$ cat config.mk
export PLATFORM = sky130hd
export DESIGN_NAME = pbmux_top
export DESIGN_NICKNAME = d
export VERILOG_FILES = /design/src/include/pbmux_pkg.sv /design/src/verilog/pbmux_edge.sv /design/src/verilog/pbmux_top.sv
export SDC_FILE = /design/constraint.sdc
export NUM_CORES = 1
export LEC_CHECK = 0
export ABC_AREA = 1
export BUFFER_PORTS_ARGS = -buffer_cell sky130_fd_sc_hd__buf_2
export CAP_MARGIN = 20
export CORE_MARGIN = 2
export CORE_UTILIZATION = 45
export DETAILED_ROUTE_END_ITERATION = 8
export PLACE_DENSITY_LB_ADDON = 0.08
export SLEW_MARGIN = 20
export SYNTH_ARGS = -nofsm -noshare
export SYNTH_HDL_FRONTEND = slang
export SYNTH_SLANG_ARGS = --single-unit
$ cat constraint.sdc
create_clock -name clk_sys -period 3 [get_ports clk_sys]
set_clock_uncertainty 0.15 [all_clocks]
set_input_delay 0.3 -clock clk_sys [delete_from_list [all_inputs] [get_ports clk_sys]]
set_output_delay 0.3 -clock clk_sys [all_outputs]
set_load 0.05 [all_outputs]
$ cat src/include/pbmux_pkg.sv
package pbmux_pkg;
    // Register offsets (word addresses on the plain register port)
    localparam logic [3:0] REG_DATA = 4'h0;
    localparam logic [3:0] REG_DIR = 4'h1;
    localparam logic [3:0] REG_PULL = 4'h2;
    localparam logic [3:0] REG_DIER = 4'h3;
    localparam logic [3:0] REG_FUNC_LO = 4'h4;
    localparam logic [3:0] REG_FUNC_HI = 4'h5;
    localparam logic [3:0] REG_ADC_SEL = 4'h6;
    localparam logic [3:0] REG_INT_CFG = 4'h7;
    localparam logic [3:0] REG_PIN_IN = 4'h8;
    localparam logic [3:0] REG_IRQ_STAT = 4'h9;
    localparam logic [3:0] REG_IRQ_MASK = 4'hA;
    // Reset values
    localparam logic [3:0] RST_DIER = 4'hF;
    localparam logic [3:0] RST_ZERO4 = 4'h0;
    localparam logic [7:0] RST_ZERO8 = 8'h00;
    // Pin function selector codes, two bits per pin
    localparam logic [1:0] FN_PORT = 2'h0;
    localparam logic [1:0] FN_TIMER = 2'h1;
    localparam logic [1:0] FN_PWMG = 2'h2;
    // Edge select for the alternate interrupt line
    localparam logic [1:0] EDGE_BOTH = 2'h0;
    localparam logic [1:0] EDGE_RISE = 2'h1;
    localparam logic [1:0] EDGE_FALL = 2'h2;
    // Pin positions within the four-bit group (bit 2 is index 0)
    localparam int IDX_BIT5 = 3;
    // Status bits
    localparam int ST_EXTINT = 0;
    localparam int ST_WAKE = 1;
endpackage

$ cat src/verilog/pbmux_edge.sv
`timescale 1ns/1ps
// Two-stage synchroniser with edge detection for the interrupt line
module pbmux_edge (
    input wire logic clk_sys,
    input wire logic rst_n,
    input wire logic din,
    input wire logic [1:0] mode,
    output logic edge_hit
);
    logic meta;
    logic sync;
    logic last;
    wire rise = sync & ~last;
    wire fall = ~sync & last;

    // Synchroniser and history
    always_ff @(posedge clk_sys or negedge rst_n) begin
        if (!rst_n) begin
            meta <= 1'b0;
            sync <= 1'b0;
            last <= 1'b0;
        end else begin
            meta <= din;
            sync <= meta;
            last <= sync;
        end
    end

    // Edge qualification by mode
    always_comb begin
        unique case (mode)
            pbmux_pkg::EDGE_RISE: edge_hit = rise;
            pbmux_pkg::EDGE_FALL: edge_hit = fall;
            default: edge_hit = rise | fall;
        endcase
    end
endmodule

$ cat src/verilog/pbmux_top.sv
`timescale 1ns/1ps
// Operation
// RULE1: each pin digital input or push-pull output, pull-high per bit
// RULE2: writing zero to input-enable bit disables that pin's digital input
// RULE3: disabled digital input pin never causes power-down wake-up
// RULE4: bit five may feed interrupt 0 with rising, falling or both edges
// RULE5: pin n routes to ADC channel n for n from 2 to 5
// RULE6: bit five outputs Timer3 PWM; bits four, five output generator zero
// RULE7: bits two and four output Timer2 PWM
// RULE8: bits two and three output PWM generator two
// RULE9: enabled peripheral drives pin instead of latch; else latch, direction
module pbmux_top (
    input wire logic clk_sys,
    input wire logic arst_n,
    input wire logic [3:0] reg_addr,
    input wire logic [7:0] reg_wdata,
    input wire logic reg_wr,
    input wire logic reg_rd,
    output logic [7:0] reg_rdata,
    input wire logic [3:0] pin_in,
    output logic [3:0] pin_out,
    output logic [3:0] pin_oe_n,
    output logic [3:0] pin_pull_en,
    output logic [3:0] adc_chan_en,
    input wire logic timer2_pwm_out,
    input wire logic timer3_pwm_out,
    input wire logic pwm_generator0_out,
    input wire logic pwm_generator2_out,
    input wire logic power_down,
    output logic wake_req,
    output logic ext_irq_line0_alternate,
    output logic irq
);
    logic rst_s1;
    logic rst_n;
    logic [3:0] port_latch;
    logic [3:0] port_dir;
    logic [3:0] pull_en;
    logic [3:0] dier;
    logic [7:0] func_sel;
    logic [3:0] adc_sel;
    logic int_en;
    logic [1:0] int_edge;
    logic [1:0] irq_stat;
    logic [1:0] irq_mask;
    logic [3:0] in_m;
    logic [3:0] in_s;
    logic [3:0] in_last;
    logic [3:0] next_pin_out;
    logic [3:0] next_oe_n;
    logic [3:0] periph_en;
    logic [3:0] periph_val;
    logic int_hit;
    logic [7:0] next_rdata;

    // Reset release through two flip-flops
    always_ff @(posedge clk_sys or negedge arst_n) begin
        if (!arst_n) begin
            rst_s1 <= 1'b0;
            rst_n <= 1'b0;
        end else begin
            rst_s1 <= 1'b1;
            rst_n <= rst_s1;
        end
    end

    // Decode one write strobe per writable register
    function automatic logic wr_hit(input logic [3:0] a,
                                    input logic [3:0] off,
                                    input logic we);
        wr_hit = we && (a == off);
    endfunction

    wire w_data = wr_hit(reg_addr, pbmux_pkg::REG_DATA, reg_wr);
    wire w_dir = wr_hit(reg_addr, pbmux_pkg::REG_DIR, reg_wr);
    wire w_pull = wr_hit(reg_addr, pbmux_pkg::REG_PULL, reg_wr);
    wire w_dier = wr_hit(reg_addr, pbmux_pkg::REG_DIER, reg_wr);
    wire w_flo = wr_hit(reg_addr, pbmux_pkg::REG_FUNC_LO, reg_wr);
    wire w_fhi = wr_hit(reg_addr, pbmux_pkg::REG_FUNC_HI, reg_wr);
    wire w_adc = wr_hit(reg_addr, pbmux_pkg::REG_ADC_SEL, reg_wr);
    wire w_icfg = wr_hit(reg_addr, pbmux_pkg::REG_INT_CFG, reg_wr);
    wire w_stat = wr_hit(reg_addr, pbmux_pkg::REG_IRQ_STAT, reg_wr);
    wire w_mask = wr_hit(reg_addr, pbmux_pkg::REG_IRQ_MASK, reg_wr);

    // Configuration registers
    always_ff @(posedge clk_sys or negedge rst_n) begin
        if (!rst_n) begin
            port_latch <= pbmux_pkg::RST_ZERO4;
            port_dir <= pbmux_pkg::RST_ZERO4;
            pull_en <= pbmux_pkg::RST_ZERO4;
            dier <= pbmux_pkg::RST_DIER;
            func_sel <= pbmux_pkg::RST_ZERO8;
        end else begin
            if (w_data) port_latch <= reg_wdata[3:0];
            if (w_dir) port_dir <= reg_wdata[3:0]; // RULE1
            if (w_pull) pull_en <= reg_wdata[3:0]; // RULE1
            if (w_dier) dier <= reg_wdata[3:0]; // RULE2
            if (w_flo) func_sel[3:0] <= reg_wdata[3:0];
            if (w_fhi) func_sel[7:4] <= reg_wdata[3:0];
        end
    end

    // Analog and interrupt configuration
    always_ff @(posedge clk_sys or negedge rst_n) begin
        if (!rst_n) begin
            adc_sel <= pbmux_pkg::RST_ZERO4;
            int_en <= 1'b0;
            int_edge <= pbmux_pkg::EDGE_BOTH;
            irq_mask <= 2'h0;
        end else begin
            if (w_adc) adc_sel <= reg_wdata[3:0]; // RULE5
            if (w_icfg) int_en <= reg_wdata[0]; // RULE4
            if (w_icfg) int_edge <= reg_wdata[2:1]; // RULE4
            if (w_mask) irq_mask <= reg_wdata[1:0];
        end
    end

    // Gated input sampling: disabled pins read zero
    wire [3:0] din_gated = pin_in & dier; // RULE2

    always_ff @(posedge clk_sys or negedge rst_n) begin
        if (!rst_n) begin
            in_m <= pbmux_pkg::RST_ZERO4;
            in_s <= pbmux_pkg::RST_ZERO4;
            in_last <= pbmux_pkg::RST_ZERO4;
        end else begin
            in_m <= din_gated;
            in_s <= in_m;
            in_last <= in_s;
        end
    end

    // Wake on toggle of enabled pins only
    wire toggle_any = |((in_s ^ in_last) & dier); // RULE3
    wire wake_ev = power_down & toggle_any; // RULE3

    // Alternate interrupt line on bit five
    wire int_src = din_gated[pbmux_pkg::IDX_BIT5] & int_en; // RULE4

    pbmux_edge u_edge (
        .clk_sys(clk_sys),
        .rst_n(rst_n),
        .din(int_src),
        .mode(int_edge),
        .edge_hit(int_hit)
    );

    // Peripheral sources per pin, bit2..bit5
    wire [3:0] timer_src = {timer3_pwm_out, timer2_pwm_out, 1'b0,
                            timer2_pwm_out}; // RULE6 RULE7
    wire [3:0] pwmg_src = {pwm_generator0_out, pwm_generator0_out,
                           pwm_generator2_out, pwm_generator2_out}; // RULE6
    wire [3:0] timer_ok = 4'hD; // bit three has no timer output
    // Bits two and three carry generator two
    wire [3:0] pwmg_ok = 4'hF; // RULE8

    // Output selection per pin
    genvar g;
    generate
        for (g = 0; g < 4; g = g + 1) begin : g_pin
            wire [1:0] fs = func_sel[2*g+1:2*g];
            assign periph_en[g] =
                (fs == pbmux_pkg::FN_TIMER && timer_ok[g]) ||
                (fs == pbmux_pkg::FN_PWMG && pwmg_ok[g]);
            assign periph_val[g] = (fs == pbmux_pkg::FN_TIMER) ?
                timer_src[g] : pwmg_src[g];
            assign next_pin_out[g] = periph_en[g] ? periph_val[g]
                                                  : port_latch[g]; // RULE9
            assign next_oe_n[g] = ~(periph_en[g] | port_dir[g]); // RULE9
        end
    endgenerate

    // Read data mux
    always_comb begin
        next_rdata = pbmux_pkg::RST_ZERO8;
        unique case (reg_addr)
            pbmux_pkg::REG_DATA: next_rdata = {4'h0, port_latch};
            pbmux_pkg::REG_DIR: next_rdata = {4'h0, port_dir};
            pbmux_pkg::REG_PULL: next_rdata = {4'h0, pull_en};
            pbmux_pkg::REG_DIER: next_rdata = {4'h0, dier};
            pbmux_pkg::REG_FUNC_LO: next_rdata = {4'h0, func_sel[3:0]};
            pbmux_pkg::REG_FUNC_HI: next_rdata = {4'h0, func_sel[7:4]};
            pbmux_pkg::REG_ADC_SEL: next_rdata = {4'h0, adc_sel};
            pbmux_pkg::REG_INT_CFG: next_rdata = {5'h00, int_edge, int_en};
            pbmux_pkg::REG_PIN_IN: next_rdata = {4'h0, in_s};
            pbmux_pkg::REG_IRQ_STAT: next_rdata = {6'h00, irq_stat};
            pbmux_pkg::REG_IRQ_MASK: next_rdata = {6'h00, irq_mask};
            default: next_rdata = pbmux_pkg::RST_ZERO8;
        endcase
    end

    // Sticky status, set wins over write-one clear
    wire [1:0] ev = {wake_ev, int_hit};
    wire [1:0] clr = w_stat ? reg_wdata[1:0] : 2'h0;

    always_ff @(posedge clk_sys or negedge rst_n) begin
        if (!rst_n) begin
            irq_stat <= 2'h0;
        end else begin
            irq_stat <= (irq_stat & ~clr) | ev;
        end
    end

    // Registered outputs
    always_ff @(posedge clk_sys or negedge rst_n) begin
        if (!rst_n) begin
            reg_rdata <= pbmux_pkg::RST_ZERO8;
            pin_out <= pbmux_pkg::RST_ZERO4;
            pin_oe_n <= 4'hF;
            pin_pull_en <= pbmux_pkg::RST_ZERO4;
            adc_chan_en <= pbmux_pkg::RST_ZERO4;
            wake_req <= 1'b0;
            ext_irq_line0_alternate <= 1'b0;
            irq <= 1'b0;
        end else begin
            reg_rdata <= reg_rd ? next_rdata : pbmux_pkg::RST_ZERO8;
            pin_out <= next_pin_out;
            pin_oe_n <= next_oe_n;
            pin_pull_en <= pull_en & next_oe_n; // RULE1
            adc_chan_en <= adc_sel; // RULE5
            wake_req <= wake_ev; // RULE3
            ext_irq_line0_alternate <= int_hit; // RULE4
            irq <= |(((irq_stat & ~clr) | ev) & irq_mask);
        end
    end
endmodule

Word-level counts from Yosys, hierarchy flattened
Cells that the tools add are included.
W data, S select, Z words.
{"block": "classes", "n_reduce_logical": 16, "eq_ne": 20, "n_bitwise": 23, "muxes": 12}
{"op": "$pmux W4 S11", "count": 1}
{"op": "$eq A4 B3 Y1 const B", "count": 4}
{"op": "$and A4 B4 Y4", "count": 3}
{"op": "$eq A4 B4 Y1 const B", "count": 3}
{"op": "$eq A2 B1 Y1 const B", "count": 5}
{"op": "$eq A2 B2 Y1 const B", "count": 5}
{"op": "$logic_and A1 B1 Y1", "count": 10}
{"op": "$eq A4 B2 Y1 const B", "count": 2}
{"op": "$mux W1", "count": 8}
{"op": "$not A1 Y1", "count": 6}
{"op": "$or A1 B1 Y1", "count": 5}
{"op": "$and A1 B1 Y1", "count": 4}
{"op": "$and A2 B2 Y2", "count": 2}
{"op": "$eq A4 B1 Y1 const B", "count": 1}
{"op": "$logic_not A4 Y1", "count": 1}
{"op": "$mux W4", "count": 1}
{"op": "$reduce_or A4 Y1", "count": 1}
{"op": "$xor A4 B4 Y4", "count": 1}
{"op": "$logic_or A1 B1 Y1", "count": 3}
{"op": "$mux W2", "count": 1}
{"op": "$not A2 Y2", "count": 1}
{"op": "$or A2 B2 Y2", "count": 1}
{"op": "$pmux W1 S2", "count": 1}
{"op": "$reduce_or A2 Y1", "count": 1}
{"block": "word_totals", "reg_bits": 75, "out_inout_bits": 27, "word_cells": 98, "in_bits": 25}

Depth between registers and ports, before layout
{"block": "depth", "ltp_word": 8, "ltp_mapped": 10, "depth_no_buf": 10}

Cells and area by module
A second synthesis with hierarchy kept.
{"block": "unflattened", "hier_cells": 360, "hier_area_um2": 3166.8}
{"module": "pbmux_top", "cells_per_inst": 342, "instances": 1, "seq_area_each_um2": 1811.7, "area_per_inst_um2": 2997.9}
{"module": "pbmux_edge", "cells_per_inst": 18, "instances": 1, "seq_area_each_um2": 75.1, "area_per_inst_um2": 168.9}

Worst setup path after synthesis
Ideal clock, no wire load.
{"block": "synth_timing", "path_kind": "reg-to-reg", "startpoint": "reg int_edge[0]", "endpoint": "reg irq", "slack_ps": 1705, "path_stages_with_launch": 9, "setup_ps": 116, "n_path_buf": 0, "required_time_ps": 2734, "t_arrival_ps": 1028, "period_less_slack_ps": 1295, "path_cell_list": "dfrtp_1 -> inv_1 -> ha_1 -> inv_1 -> nand2_1 -> o21a_1 -> nand2_1 -> nand2_1 -> nand2_1"}
{"block": "synth_via", "elab_chain_cells": 5, "word_cells_on_any_way": 6, "cone_classes": "2 x eq/ne; 1 x mux; 2 x bitwise; 1 x reduce/logical"}
{"item": "from (decl)", "line": "pbmux_top.sv:43", "source": "logic [1:0] int_edge;"}
{"item": "from (signal assigned)", "line": "pbmux_top.sv:108", "source": "int_edge <= pbmux_pkg::EDGE_BOTH;"}
{"item": "from (signal assigned)", "line": "pbmux_top.sv:113", "source": "if (w_icfg) int_edge <= reg_wdata[2:1];"}
{"item": "$eq A2 B2 Y1 / $eq A2 B1 Y1 (equally long branches)", "line": "pbmux_edge.sv:31", "source": "unique case (mode)"}
{"item": "$pmux W1 S2 *", "line": "pbmux_edge.sv:31"}
{"item": "$or A2 B2 Y2 *", "line": "pbmux_top.sv:223", "source": "irq <= |(((irq_stat & ~clr) | ev) & irq_mask);"}
{"item": "$and A2 B2 Y2 *", "line": "pbmux_top.sv:223"}
{"item": "$reduce_or A2 Y1 *", "line": "pbmux_top.sv:223"}
{"item": "to (signal assigned)", "line": "pbmux_top.sv:223"}
{"item": "to (decl)", "line": "pbmux_top.sv:32", "source": "output logic irq"}
Every way passes the cells marked *; elsewhere a longest branch is shown, timed or not.
A chain may end at the register's enable or synchronous reset.

Worst setup path after layout
{"block": "layout_timing", "startpoint": "reg pin_oe_n[3]", "endpoint": "out pin_oe_n[3]"}
{"item": "from (decl)", "line": "pbmux_top.sv:22", "source": "output logic [3:0] pin_oe_n,"}
{"item": "from (signal assigned)", "line": "pbmux_top.sv:218", "source": "pin_oe_n <= next_oe_n;"}
No word-level cell between the ends.

==> results <==
- For this run, the top clock speed supported by timing is 643 MHz.
- 52 I/O pins were placed.
- Dividing the detail-routed via count by the number of cells gives 4.57.
- Leaving out fill and tap cells, the most frequent cell in the layout is sky130_fd_sc_hd__nand2_1.
- The total overflow left after global routing is 0.
- Clock latency on the worst-skew pair, taken at its later pin, is 0.34 ns.
- The number of warnings reported in the yosys synthesis log is 0.
- The root buffer cell chosen for the clock tree is sky130_fd_sc_hd__clkbuf_8.
- The ratio of cells with drive above 1 in the final layout is 0.176.
- The global-route wire length before repair is 10900 um.
- The effective utilization at floorplan is 0.467.
- STA puts the critical path data required time at 2.55 ns.
- The count of buffers inserted at the top-level ports is 43.
- The largest individual stage delay along the critical path comes from the cell sky130_fd_sc_hd__dfstp_2.
- In the final routed layout, each cell accounts on average for 12.8 um.
- In this run the remaining antenna-violating nets after routing total 0.
- Power spread over the standard cell area amounts to 731 nW/um^2.
- After clock tree synthesis, the clock-pin slew on the worst setup and hold paths is 0.07 ns.
- The routed layout has 2363 vias.
- The finished layout holds 517 standard cells, fillers aside.
- The routed design has 6600 um of wire.
- The share of the yosys chip area belonging to registers is 0.594.
- The longest individual stage delay on the worst path is 0.52 ns.
- The number of DRC violations after detailed routing is 0.
- The last weighted congestion value of the routability-driven placer is 0.897.
- The final-layout fill cell count is 653.
- The sequential standard cell area is 1890 um^2.
- The arrival time of the worst setup path is 1.11 ns.
- In this design, the largest share of critical-path delay is due to flip-flops.
- Traced cell by cell, the critical path runs through buf_2.
- The number of global-route vias before repair is 2226.
- The type of the most critical hold path is primary input to flop.
- The number of diodes is 0.
- In this run, post-CTS hold repair placed 4 buffers.
- Counting both buffers and inverters, the worst setup path holds a total of 1.
- In the layout the commonest cells are sky130_fd_sc_hd__nand2_1 (124), sky130_fd_sc_hd__dfrtp_1 (66), sky130_fd_sc_hd__inv_1 (47).
- After routing, the total negative slack on setup checks comes to 0 ns.
- The post-DP HPWL is 4820 um.
- Measured along the y axis, the die boundary spans 88.0 um.
- The maximum count of clock buffers along a single path is 2.
- The count of clock tree sinks is 75.
- The largest vdd supply drop is 0.328 mV.
- The setup violation total in the final timing report is 0.
- The count of distinct cell types in the synthesized netlist is 18.
- The synthesized cell area is 3170 um^2.
- The category of the worst setup path capture point is an output pin.
- The run finished with clean final reports.
- The number of max-slew violations in the final report is 0.
- The die footprint is 7740 um^2.
- The clock tree from TritonCTS is built.
- The worst-margin pin slew is 0.761 ns.
- The final layout contains 450 nets.
- The initial antenna violation count is 0.
- The synthesized instance count is 361.
- STA classifies the critical path startpoint as a flop.
- By area the synthesized netlist is led by sky130_fd_sc_hd__dfrtp_1 (53%), sky130_fd_sc_hd__nand2_1 (15%), sky130_fd_sc_hd__o21ai_0 (6.8%), sky130_fd_sc_hd__dfstp_2 (6.6%), sky130_fd_sc_hd__inv_1 (5.6%).
- The number of CTS-inserted buffers is 9.
- Across every metal layer, demand over resource in global routing totals 0.192.
- The post-placement cell count is 499.
- Of the available clock period, the critical path in the final layout requires 0.518.
- The post-CTS repair timing setup buffer count is 0.
- The largest area contributor in the synthesized netlist is sky130_fd_sc_hd__dfrtp_1.
- The placeable core region is 6790 um^2.
- The combined area of the multi-input logic cells is 1090 um^2.
- The worst setup path category is flop to output pin.
- Along the worst path, the maximum fanout reaches 1.
- Setup repair after global routing left no endpoint under its margin.
- The share of synthesized area in the top cell type comes to 0.528.
- Counting I/O delays and the setup requirement, the final critical path takes 1.56 ns.
- Row generation in the floorplan step produced 30 rows.
- Each instance of the synthesized netlist takes up on average 8.79 um^2.
- The pre-antenna-repair detailed-routing pass consisted of 4 iterations.
- The analysis attributes to cell leakage a power of 1.99 nW.
- The count of endpoints failing hold in the final timing report is 0.
- The first routing iteration left 145 violations.
- The worst-case headroom to the max-slew limit is 0.493.
- The chip width is 88.0 um.
- The number of cells upsized or downsized after cts is 0.
- The reported max-cap violation count is 0.
- Relative to the synthesized area, the layout overhead comes to 16.9%.
- The H-tree was split into 3 levels.
- The synthesized design contains 75 register bits.
- Entering global routing, the biggest net connects 40 pins.
sequential cells by signal, summed over array words and instances (netlist names), 4 cells and up:
| signal | count |
|---|---|
| in_m | 4 |
| in_s | 4 |
| reg_rdata | 4 |
| pin_out | 4 |
| func_sel | 8 |
| dier | 4 |
| adc_sel | 4 |
| pin_pull_en | 4 |
| adc_chan_en | 4 |
| port_latch | 4 |
| pull_en | 4 |
| port_dir | 4 |
| pin_oe_n | 4 |
| in_last | 4 |
Yosys cell counts, drive strengths merged:
| cell | n |
|---|---|
| o21a | 1 |
| nor2 | 37 |
| inv | 47 |
| nor3 | 3 |
| o21ai | 43 |
| ha | 7 |
| nor3b | 3 |
| a21oi | 3 |
| nand2 | 127 |
| dfstp | 8 |
| conb | 2 |
| nand3 | 8 |
| dfrtp | 67 |
| buf | 5 |
path summary, 6_finish.rpt:
path | from | to | slack [ns] | cells past startpoint
max | pin_oe_n[3] | pin_oe_n[3] | 1.44 | 1
min | pin_in[3] | in_m[3] | 0.03 | 3
min reg2reg | rst_n | u_edge.sync | 0.19 | 0
max in group asynchronous | rst_n | pin_oe_n[1] | 1.78 | 1
min in group asynchronous | arst_n | rst_s1 | 0.12 | 2
max reg2reg | int_edge[0] | irq | 1.59 | 8
worst min-delay path: stages:
cell	delay (ns)
sky130_fd_sc_hd__buf_2	0.07
sky130_fd_sc_hd__nand2_1	0.06
sky130_fd_sc_hd__inv_1	0.05
final cells by class:
cell class	instances	area share
sequential	75	0.509
clock buffer	14	0.0438
multi-input combinational	237	0.293
timing repair buffer	48	0.0742
inverter	47	0.0476
tap	96	0.0324
metal layers:
metal  share of wire  vias to the layer above  track usage
li1                -                     1222            -
met1            0.47                     1077        0.247
met2            0.48                       53        0.308
met3           0.037                       11       0.0396
met4           0.020                        0       0.0965
met5               0                        -            0
per-stage QoR:
stage	util	total power, W	setup slack (ns)	area, um^2	hold WS, ns
finish	0.546	0.00271	1.44	3710	0.0312
global route	0.546	0.00288	1.40	3710	0.0506
CTS	0.546	0.00274	1.42	3710	0.0223
detailed placement	0.516	0.00207	1.45	3510	-0.0613
global placement	0.516	0.00205	1.43	3510	-0.0645
floorplan	-	0.00188	0.621	3190	-0.146
cells by family after synthesis:
group,after synthesis,share of synthesized area
simple gates,178,0.234
flops,75,0.594
buf+inv,52,0.0666
compound gates,47,0.0749
fa+ha+maj,7,0.0276
other cells,2,0.00237
report_power, final:
| part | leakage (nW) | internal, W | switching (W) |
|---|---|---|---|
| clock | 0.0826 | 0.000338 | 0.000328 |
| sequential | 0.945 | 0.00123 | 0.000127 |
| combinational | 0.961 | 0.000178 | 0.000509 |
| total | 1.99 | 0.00175 | 0.000964 |
(Power assumes the default switching activity.)
